File: src/hw/pcfp_pkg.sv
/*
  pcfp_pkg: shared types and constants for the phase compensation fifo pair.
  assumes a single 100 MHz clock and fabric user logic on the same clock.
*/
package pcfp_pkg;
  // ----------------------------------------
  // word layout
  // ----------------------------------------
  localparam int PCFP_DATA_W = 8;

  typedef struct packed {
    logic ctrl;
    logic [PCFP_DATA_W-1:0] data;
  } pcfp_word_t;

  localparam pcfp_word_t PCFP_WORD_RST = '{ctrl: 1'b0, data: 8'h00};

  // ----------------------------------------
  // buffer occupancy states
  // ----------------------------------------
  typedef enum logic [1:0] {
    PCFP_EMPTY = 2'b00,
    PCFP_ONE = 2'b01,
    PCFP_FULL = 2'b10
  } pcfp_fill_t;

  // ----------------------------------------
  // forced and reset values
  // ----------------------------------------
  localparam logic PCFP_SIGDET_FORCED = 1'b1;
  localparam logic PCFP_SIGDET_RST = 1'b0;
endpackage

File: src/hw/pcfp_top.sv
/*
  pcfp_top: receive and transmit phase compensation buffers with fault flags,
  source selection for the fabric side and forced receive signal detection.
  assumes read and write sides share one clock with no frequency offset.
*/
`timescale 1ns/1ns

module pcfp_fifo
  import pcfp_pkg::*;
(
  input wire logic clk,
  input wire logic nrst,
  input wire logic srst,
  input wire pcfp_pkg::pcfp_word_t in_word,
  input wire logic in_valid,
  output logic in_ready,
  output pcfp_pkg::pcfp_word_t out_word,
  output logic out_valid,
  input wire logic out_ready,
  output logic fault
);
  import pcfp_pkg::*;

  pcfp_fill_t fill_ff, nxt_fill;
  pcfp_word_t head_ff, nxt_head, tail_ff, nxt_tail;
  logic in_ready_ff, nxt_in_ready;
  logic out_valid_ff, nxt_out_valid;
  logic fault_ff, nxt_fault;
  logic push, pop;

  // ----------------------------------------
  // two entry buffer
  // ----------------------------------------
  always_comb
  begin
    push = in_valid && in_ready_ff;
    pop = out_ready && out_valid_ff;
    nxt_fill = fill_ff;
    nxt_head = head_ff;
    nxt_tail = tail_ff;
    unique case (fill_ff)
      PCFP_EMPTY:
      begin
        if (push)
        begin
          nxt_head = in_word;
          nxt_fill = PCFP_ONE;
        end
      end
      PCFP_ONE:
      begin
        if (push && pop)
          nxt_head = in_word;
        else if (push)
        begin
          nxt_tail = in_word;
          nxt_fill = PCFP_FULL;
        end
        else if (pop)
          nxt_fill = PCFP_EMPTY;
      end
      PCFP_FULL:
      begin
        if (pop)
        begin
          nxt_head = tail_ff;
          nxt_fill = PCFP_ONE;
        end
      end
      default:
        nxt_fill = PCFP_EMPTY;
    endcase
    if (!nrst || srst)
    begin
      nxt_fill = PCFP_EMPTY;
      nxt_head = PCFP_WORD_RST;
      nxt_tail = PCFP_WORD_RST;
    end
    nxt_in_ready = (nxt_fill != PCFP_FULL);
    nxt_out_valid = (nxt_fill != PCFP_EMPTY);
    // write while full or read while empty
    nxt_fault = (in_valid && !in_ready_ff) || (out_ready && !out_valid_ff);
    if (!nrst || srst)
      nxt_fault = 1'b0;
  end

  always_ff @(posedge clk)
  begin
    fill_ff <= nxt_fill;
    head_ff <= nxt_head;
    tail_ff <= nxt_tail;
    in_ready_ff <= nxt_in_ready;
    out_valid_ff <= nxt_out_valid;
    fault_ff <= nxt_fault;
  end

  assign in_ready = in_ready_ff;
  assign out_valid = out_valid_ff;
  assign out_word = head_ff;
  assign fault = fault_ff;
endmodule

// ----------------------------------------
// top
// ----------------------------------------
module pcfp_top
  import pcfp_pkg::*;
(
  input wire logic clk,
  input wire logic nrst,
  input wire logic gig_eth_mode,
  input wire logic rx_digital_reset,
  input wire logic tx_digital_reset,
  input wire logic rx_core_clk_sel,
  input wire logic tx_core_clk_sel,
  input wire pcfp_pkg::pcfp_word_t rx_pcs_word,
  input wire logic rx_pcs_valid,
  output logic rx_pcs_ready,
  output pcfp_pkg::pcfp_word_t rx_user_word,
  output logic rx_user_valid,
  input wire logic rx_xcvr_read,
  input wire logic rx_core_read,
  input wire pcfp_pkg::pcfp_word_t tx_xcvr_word,
  input wire logic tx_xcvr_valid,
  input wire pcfp_pkg::pcfp_word_t tx_core_word,
  input wire logic tx_core_valid,
  output logic tx_user_ready,
  output pcfp_pkg::pcfp_word_t tx_pcs_word,
  output logic tx_pcs_valid,
  input wire logic tx_pcs_ready,
  output logic rx_fifo_fault,
  output logic tx_fifo_fault,
  output logic rx_signal_detect
);
  import pcfp_pkg::*;

  logic rx_read;
  pcfp_word_t tx_in_word;
  logic tx_in_valid;
  logic sigdet_ff, nxt_sigdet;

  // ----------------------------------------
  // fabric side source selection
  // ----------------------------------------
  always_comb
  begin
    rx_read = rx_core_clk_sel ? rx_core_read : rx_xcvr_read;
    tx_in_word = tx_core_clk_sel ? tx_core_word : tx_xcvr_word;
    tx_in_valid = tx_core_clk_sel ? tx_core_valid : tx_xcvr_valid;
  end

  // ----------------------------------------
  // receive and transmit buffers
  // ----------------------------------------
  pcfp_fifo u_rx_fifo (
    .clk(clk),
    .nrst(nrst),
    .srst(rx_digital_reset),
    .in_word(rx_pcs_word),
    .in_valid(rx_pcs_valid),
    .in_ready(rx_pcs_ready),
    .out_word(rx_user_word),
    .out_valid(rx_user_valid),
    .out_ready(rx_read),
    .fault(rx_fifo_fault)
  );

  pcfp_fifo u_tx_fifo (
    .clk(clk),
    .nrst(nrst),
    .srst(tx_digital_reset),
    .in_word(tx_in_word),
    .in_valid(tx_in_valid),
    .in_ready(tx_user_ready),
    .out_word(tx_pcs_word),
    .out_valid(tx_pcs_valid),
    .out_ready(tx_pcs_ready),
    .fault(tx_fifo_fault)
  );

  // ----------------------------------------
  // forced signal detection, no presence output
  // ----------------------------------------
  always_comb
  begin
    nxt_sigdet = gig_eth_mode ? PCFP_SIGDET_FORCED : sigdet_ff;
    if (!nrst || rx_digital_reset)
      nxt_sigdet = PCFP_SIGDET_RST;
  end

  always_ff @(posedge clk)
  begin
    sigdet_ff <= nxt_sigdet;
  end

  assign rx_signal_detect = sigdet_ff;
endmodule

File: config.mk
export PLATFORM = sky130hd
export DESIGN_NAME = pcfp_top
export DESIGN_NICKNAME = d
export VERILOG_FILES = /design/src/hw/pcfp_pkg.sv /design/src/hw/pcfp_top.sv
export SDC_FILE = /design/constraint.sdc
export NUM_CORES = 1
export LEC_CHECK = 0
export BUFFER_PORTS_ARGS = -buffer_cell sky130_fd_sc_hd__buf_2
export CAP_MARGIN = 20
export CORE_UTILIZATION = 50
export CTS_BUF_LIST = sky130_fd_sc_hd__clkbuf_16
export CTS_CLUSTER_SIZE = 8
export DETAILED_ROUTE_END_ITERATION = 16
export PLACE_DENSITY = 0.78
export SYNTH_ARGS = -nofsm -noshare
export SYNTH_HDL_FRONTEND = slang
export SYNTH_SLANG_ARGS = --single-unit
File: constraint.sdc
create_clock -name clk -period 1.8 [get_ports clk]
set_input_delay 0.18 -clock clk [delete_from_list [all_inputs] [get_ports clk]]
set_output_delay 0.18 -clock clk [all_outputs]
set_load 0.01 [all_outputs]
## Word level (Yosys, flattened, before mapping)

Index checks and enable logic that the tools add are counted.

- Equality and inequality tests: 12
- Reduce and logical (&&, ||, !) cells: 29
- Bitwise logic cells: 2
- Mux-type cells: 25

Operators by type and width:

| operator | count |
|---|---|
| 9-bit two-way mux | 7 |
| 9-bit one-hot mux with 3 select lines | 2 |
| 2-bit two-way mux | 12 |
| 2-bit by 1-bit inequality test with 1-bit output, second input constant | 6 |
| 2-bit one-hot mux with 3 select lines | 2 |
| 1-bit logical AND | 10 |
| 4-bit AND reduction | 2 |
| 3-bit AND reduction | 2 |
| 3-bit nonzero test | 2 |
| 1-bit zero test | 5 |
| 2-bit by 1-bit == test with 1-bit output, second input constant | 2 |
| 2-bit == test, second input constant | 2 |
| 2-bit zero test | 2 |
| 1-bit logical OR | 4 |
| 2-bit inequality test, second input constant | 2 |
| 2-bit nonzero test | 2 |
| 1-bit two-way mux | 2 |
| 1-bit inverter | 2 |

- Output and inout bits: 25
- Flip-flop bits (word level): 47
- Bits of input ports: 40

## Logic depth before layout (Yosys ltp)

Gate-level depths: netlist (run 1).

- Depth after elaboration: 8
- Gate-level depth with buffers: 6
- Mapped depth without buffers: 4

## Cells and area by module

Synthesis (run 1) repeated with hierarchy kept, for this count alone.

- Cells, all modules: 231
- Area, all modules: 2,341.0 sq um

Modules (own cells, without submodules):

| module | sequential area each (sq um) | area each (sq um) | cells an instance | instances |
|---|---|---|---|---|
| pcfp_fifo | 460.4 | 1,068.5 | 108 | 2 |
| pcfp_top | 20.0 | 203.9 | 15 | 1 |

## Worst setup path before layout (run 1)

OpenSTA, ideal clock, no wires.

- Kind: register to register
- From: register u_tx_fifo.in_ready_ff, in the netlist u_tx_fifo.in_ready
- To: register u_tx_fifo.head_ff, in the netlist u_tx_fifo.out_word[0]
- Stages on the path, launching flop included: 5
- Library setup time: 122 ps
- Data arrival time: 1,357 ps
- Buffers on the path: 0
- Path slack: 321 ps
- Cells stage by stage: dfxtp_1 -> or2b_2 -> nor2_2 -> a211oi_4 -> a221o_1

- Longest elaborated chain between the ends: 4
- Elaborated cells on any way between the ends: 5

Ends and longest elaborated chain:

| what | line | text |
|---|---|---|
| from (decl) | pcfp_top.sv:26 | `logic in_ready_ff, nxt_in_ready;` |
| from (signal assigned) | pcfp_top.sv:92 | `in_ready_ff <= nxt_in_ready;` |
| 1-bit logical AND (*) | pcfp_top.sv:36 | `push = in_valid && in_ready_ff;` |
| 1-bit logical AND | pcfp_top.sv:52 | `if (push && pop)` |
| 2-bit by 1-bit inequality test with 1-bit output (no source line) | - |  |
| 4-bit AND reduction (no source line) (*) | - |  |
| to (signal assigned) | pcfp_top.sv:90 | `head_ff <= nxt_head;` |
| to (decl) | pcfp_top.sv:25 | `pcfp_word_t head_ff, nxt_head, tail_ff, nxt_tail;` |

Every way passes the cells marked *; elsewhere a longest branch is shown, timed or not.
A chain may end at the register's enable or synchronous reset.

## Worst setup path after layout (run 1)

- From: register u_tx_fifo.in_ready_ff, in the netlist u_tx_fifo.in_ready
- To: register u_tx_fifo.head_ff, in the netlist u_tx_fifo.out_word[5]

The elaborated chain is that of the path after synthesis.

==> metrics.yaml, run 1 <==
run_status:
  outcome: "complete, no violations"
clocking:
  cts_tree: "yes"
  root_buffer: "clkbuf_16"
  cts_resized: 0
  clockBufferDepth: 2
  clkLatencyLatePin_ns: 0.29
  ctsHoldBuffers: 0
  cts_setup_buffers: 0
  clkTransAtPathRegs_ns: 0.06
  cts_max_level: 2
  cts_made_buffers: 5
  cts_sinks: 47
yosys:
  synthesis.nets: 253
  yosysWarnings: 0
  synth_area_leader_cell: "dfxtp_1"
  ys_ff_latch: 47
  avgSynthCellArea_um2: 9.68
  synthTopCellsByArea: "dfxtp_1 (46%), mux2_2 (5.5%), nand3_1 (5.1%), o221a_1 (4.9%), a221o_1 (4.4%)"
  netlist.area_leader.share_pct: 45.6
  yosysSeqAreaShare_pct: 45.6
  synth_cell_type_count: 38
  syn_area_um2: 2060
  netlist_instances: 213
routing:
  wirelength_um: 4240
  drc: 0
  via_count: 1831
  ant_nets: 0
  wire_per_inst_um: 12.9
  drt-initial-drc-count: 93
  vias_per_cell: 5.57
  firstDrtPassIters: 4
sta:
  rsz0062_at_grt: "no"
  worstMarginPinSlew_ns: 0.421
  setup_viol_count_final: 0
  max_freq_mhz: 635
  fin_crit_sh_pct: 87.4
  worst_clock_skew_ns: 0.00410
  post-route-worst-setup-slack_ns: 0.226
  slew_viol_final: 0
  whs_ns: 0.103
  slew_headroom_pct: 71.8
  setup_tns_ns: 0
  min_period_ns: 1.57
  hold_viol_final: 0
placed_design:
  port_buffers: 64
  gp_congestion: 0.736
  postPlaceCellArea_um2: 2440
  dp.cells: 321
  dp_slack_ns: 0.266
  post-dp-hpwl_um: 3060
setup_path:
  cp.arrival_ns: 1.75
  cp_max_fo: 9
  worstSetupPathType: "flip-flop to flip-flop"
  endpoint_kind: "flip-flop"
  cp_data_required_time_ns: 1.97
  startpoint_type: "flip-flop"
global_route:
  gr-total-overflow: 0
  grt_pass1_vias: 1618
  antenna_found_initial: 0
  grt_max_degree: 30
  grt_pass1_wl_um: 6900
  grt.total_usage_pct: 21.0
pwr:
  power_density_nw_per_um2: 862
  p_leak_nw: 1.13
  vdd_drop_max_mv: 0.582
die:
  dieWidth_um: 66.2
  dieArea_um2: 4390
  rows: 22
  num_io_pins: 65
  initial_core_util_pct: 54.3
  die_h_um: 66.2
  core_um2: 3800
layout:
  stdcell_area_um2: 2580
  instances_no_fill: 329
  drive_gt1_share_pct: 34.9
  area_growth_pct: 24.9
  diodes: 0
  fin_nets: 320
worst_hold_path:
  hold_path_class: "input port to flip-flop"
job:
  drv_cap: 0
area by class of cell:
type | instances | area [um2]
fill | 302 | 1220
multi-input combinational | 151 | 1050
sequential | 47 | 941
timing repair buffer | 72 | 380
clock buffer | 5 | 125
tap | 48 | 60.1
clock inverter | 3 | 12.5
inverter | 3 | 11.3
critical path, cell delays in order, from the launching register on:
cell      delay [ns]
dfxtp_1         0.39
or2b_2          0.35
nor2_2          0.21
a211oi_4        0.15
a221o_1         0.36
cells in the mapped netlist:
library cell and count:
dfxtp_1 47, nand2_1 21, nand3_1 21, o21ai_1 18, mux2_2 10, o21a_1 10
a221o_1 9, and3_1 9, o221a_1 9, clkbuf_1 7, nand2b_1 7, nor2_1 6
nor2b_1 5, a21oi_1 4, buf_2 3, inv_1 3, a211oi_1 2, buf_6 2
a211oi_4 1, a21bo_2 1, a21oi_2 1, a31oi_1 1, and3_4 1, and3b_1 1
mux2_1 1, mux2i_1 1, mux2i_4 1, nand2_2 1, nand4b_1 1, nor2_2 1
nor3_4 1, nor4b_1 1, o211ai_2 1, o21ai_0 1, o31a_1 1, o31ai_1 1
or2_1 1, or2b_2 1
layer usage:
metal  GRT usage (%)  part of all wire [%]  vias to the layer above
li1                -                     -                      912
met1            24.3                    43                      850
met2            36.2                    48                       59
met3            4.14                   6.3                       10
met4            11.2                   2.3                        0
met5               0                     0                        -
metrics by stage:
step	util (%)	power, mW
after CTS	67.8	2.24
after floorplan	-	1.28
after detailed placement	64.2	1.38
after global routing	67.8	2.31
final	67.8	2.22
after global placement	64.2	1.38
logic make-up after synthesis:
logic type	after synthesis	share of synthesized area (%)
mux	13	7.58
simple gates	78	20.3
flops	47	45.6
compound gates	60	22.8
buf+inv	15	3.64
flip-flops by register name, summed over array words and instances, names as in the netlist:
register             count
u_tx_fifo.out_word       9
rx_signal_detect         1
u_tx_fifo.fault          1
u_tx_fifo.fill_ff        2
u_rx_fifo.tail_ff        9
u_rx_fifo.fill_ff        2
u_rx_fifo.fault          1
u_rx_fifo.out_valid      1
u_tx_fifo.in_ready       1
u_rx_fifo.out_word       9
u_rx_fifo.in_ready       1
u_tx_fifo.tail_ff        9
u_tx_fifo.out_valid      1
cell usage in the layout (no fill, tap or decap), drive strengths merged, types with 2 or more instances in the layout:
cell / netlist / final
mux2: 11 / 11
nand2b: 7 / 7
o221a: 9 / 9
o21a: 10 / 10
dfxtp: 47 / 47
nor2: 7 / 7
nor2b: 5 / 5
clkbuf: 7 / 5
nand2: 22 / 22
a221o: 9 / 9
mux2i: 2 / 2
nand3: 21 / 21
a211oi: 3 / 3
inv: 3 / 5
and3: 10 / 10
buf: 5 / 72
o21ai: 19 / 19
a21oi: 5 / 5
final timing paths:
path,slack (ns),end,startpoint,cells past startpoint
worst max-delay path,0.23,u_tx_fifo.out_word[5],u_tx_fifo.in_ready,4
worst min-delay path,0.10,rx_signal_detect,gig_eth_mode,3
worst max register to register,0.23,u_tx_fifo.out_word[5],u_tx_fifo.in_ready,4
worst min register to register,0.44,u_tx_fifo.tail_ff[6],u_tx_fifo.tail_ff[6],2
report_power, final:
| group | total (mW) | leakage [nW] | switching (mW) | internal (mW) |
|---|---|---|---|---|
| sequential | 1.09 | 0.382 | 0.0208 | 1.07 |
| clock | 0.859 | 0.0762 | 0.358 | 0.501 |
| combinational | 0.266 | 0.674 | 0.138 | 0.128 |
| total | 2.22 | 1.13 | 0.517 | 1.70 |
Power figures use the tool's default switching activity.
==> run 2, diff against run 1 <==
--- a/config.mk
+++ b/config.mk
@@ -8,10 +8,10 @@
 export BUFFER_PORTS_ARGS = -buffer_cell sky130_fd_sc_hd__buf_2
 export CAP_MARGIN = 20
 export CORE_UTILIZATION = 50
-export CTS_BUF_LIST = sky130_fd_sc_hd__clkbuf_16
 export CTS_CLUSTER_SIZE = 8
 export DETAILED_ROUTE_END_ITERATION = 16
 export PLACE_DENSITY = 0.78
+export SETUP_SLACK_MARGIN = 0.05
 export SYNTH_ARGS = -nofsm -noshare
 export SYNTH_HDL_FRONTEND = slang
 export SYNTH_SLANG_ARGS = --single-unit
==> metrics.yaml, run 2 (synthesis results as in run 1) <==
layout:
  diodes: 0
  final_cell_mix: "buf_2 (64), dfxtp_1 (47), nand2_1 (21), nand3_1 (21), o21ai_1 (18)"
  fin_nets: 320
  layout_commonest_cell: "buf_2"
  stdcell_area_um2: 2520
  fin_util_pct: 66.3
  area_growth_pct: 22.2
  drive_gt1_share_pct: 34.9
setup_path:
  slowest_delay_ns: 0.39
  r2r_slack_ns: 0.22
  crit_path_top_delay_cell: "dfxtp_1"
  crit_buf_inv: 0
  cp_num_cells: 4
  cp-startpoint: "u_tx_fifo.in_ready"
  cp-endpoint: "u_tx_fifo.out_word[2]"
  cp.arrival_ns: 1.77
  cp_data_required_time_ns: 1.99
  reg2reg_from: "u_tx_fifo.in_ready"
  crit_chain: "or2b_2, nor2_2, a211oi_4, a221o_1"
  worst-r2r-cell-count: 4
  crit_family: "simple AND/OR/NAND/NOR gates"
  cp_max_fo: 9
  startpoint_type: "flip-flop"
  endpoint_kind: "flip-flop"
  r2r_end: "u_tx_fifo.out_word[2]"
  worstSetupPathType: "flip-flop to flip-flop"
routing:
  via_count: 1812
  wirelength_um: 4190
  wire_per_inst_um: 12.7
  vias_per_cell: 5.51
  drt-initial-drc-count: 99
  firstDrtPassIters: 4
  ant_nets: 0
  drc: 0
sta:
  worstMarginPinSlew_ns: 0.433
  hold_viol_final: 0
  max_freq_mhz: 632
  min_period_ns: 1.58
  fin_crit_sh_pct: 87.8
  rsz0062_at_grt: "no"
  worst_clock_skew_ns: 0.00691
  slew_viol_final: 0
  setup_viol_count_final: 0
  slew_headroom_pct: 71.1
  setup_tns_ns: 0
global_route:
  grt_busiest_layer: "met2"
  grt_pass1_vias: 1592
  grt.total_usage_pct: 21.2
  grt_use_met1_pct: 24.2
  grt_pass1_wl_um: 6870
  grt_max_degree: 30
  gr-usage-met2_pct: 36.0
  gr-total-overflow: 0
  antenna_found_initial: 0
  grt_util_met3_pct: 6.21
die:
  dieArea_um2: 4390
  rows: 22
  num_io_pins: 65
  die_h_um: 66.2
  initial_core_util_pct: 54.3
  core_um2: 3800
  dieWidth_um: 66.2
clocking:
  clkLatencyLatePin_ns: 0.30
  root_buffer: "clkbuf_8"
  cts_sinks: 47
  cts_made_buffers: 5
  clkTransAtPathRegs_ns: 0.08
  clockBufferDepth: 2
  cts_tree: "yes"
  ctsHoldBuffers: 0
  cts_resized: 0
  cts_max_level: 2
  cts_setup_buffers: 0
worst_hold_path:
  hold_path_class: "input port to flip-flop"
placed_design:
  postPlaceCellArea_um2: 2440
  post-dp-hpwl_um: 3060
  port_buffers: 64
  gp_congestion: 0.736
pwr:
  p_leak_nw: 1.10
  power_density_nw_per_um2: 779
  power.total_mw: 1.96
  vdd_drop_max_mv: 0.567
run_status:
  outcome: "complete, no violations"
job:
  drv_cap: 0
-- run 2: cell count changes in the layout (fill, tap and decap cells not counted), sizes merged --
cell    before  now
inv          5    3
clkbuf       5    7
-- run 2: worst min path at each step --
stage / from / to / slack, ns / depth (start not counted)
4_1_cts: gig_eth_mode / rx_signal_detect / 0.08 / 3
5_1_grt: rx_pcs_word[7] / u_rx_fifo.tail_ff[7] / 0.11 / 3
3_3_place_gp: gig_eth_mode / rx_signal_detect / 0.39 / 3
6_report: gig_eth_mode / rx_signal_detect / 0.09 / 3
2_1_floorplan: gig_eth_mode / rx_signal_detect / 0.30 / 2
3_5_place_dp: gig_eth_mode / rx_signal_detect / 0.40 / 3
-- run 2: layer usage --
layer,vias to the layer above,share of wire [%],wire (um)
met5,-,0,0
met4,0,2.2,93
met3,7,5.8,244
met2,57,47,1970
met1,834,45,1890
li1,914,-,-
-- run 2: metrics by stage --
step	instances	setup WS (ns)	hold slack, ns
3_3_place_gp	321	0.296	0.386
3_5_place_dp	321	0.266	0.398
6_report	329	0.219	0.0894
5_1_grt	329	0.146	0.114
2_1_floorplan	213	0.321	0.296
4_1_cts	329	0.225	0.0836
-- run 2: where the power goes --
| part | switching, mW | internal [mW] |
|---|---|---|
| clock | 0.331 | 0.273 |
| combinational | 0.139 | 0.128 |
| sequential | 0.0203 | 1.07 |
| total | 0.490 | 1.47 |
-- run 2: area by class of cell --
class | count | area, um2
fillers | 312 | 1280
multi-input cells | 151 | 1050
flip-flops and latches | 47 | 941
repair buffers | 72 | 380
clock buffers | 7 | 76.3
well taps | 48 | 60.1
inverters | 3 | 11.3
clock inverters | 1 | 5.00
-- run 2: tightest hold or removal path: cells and delay by family --
family	cells	cell delay [ns]
AND/OR/NAND/NOR	2	0.09
buffers and inverters	1	0.08
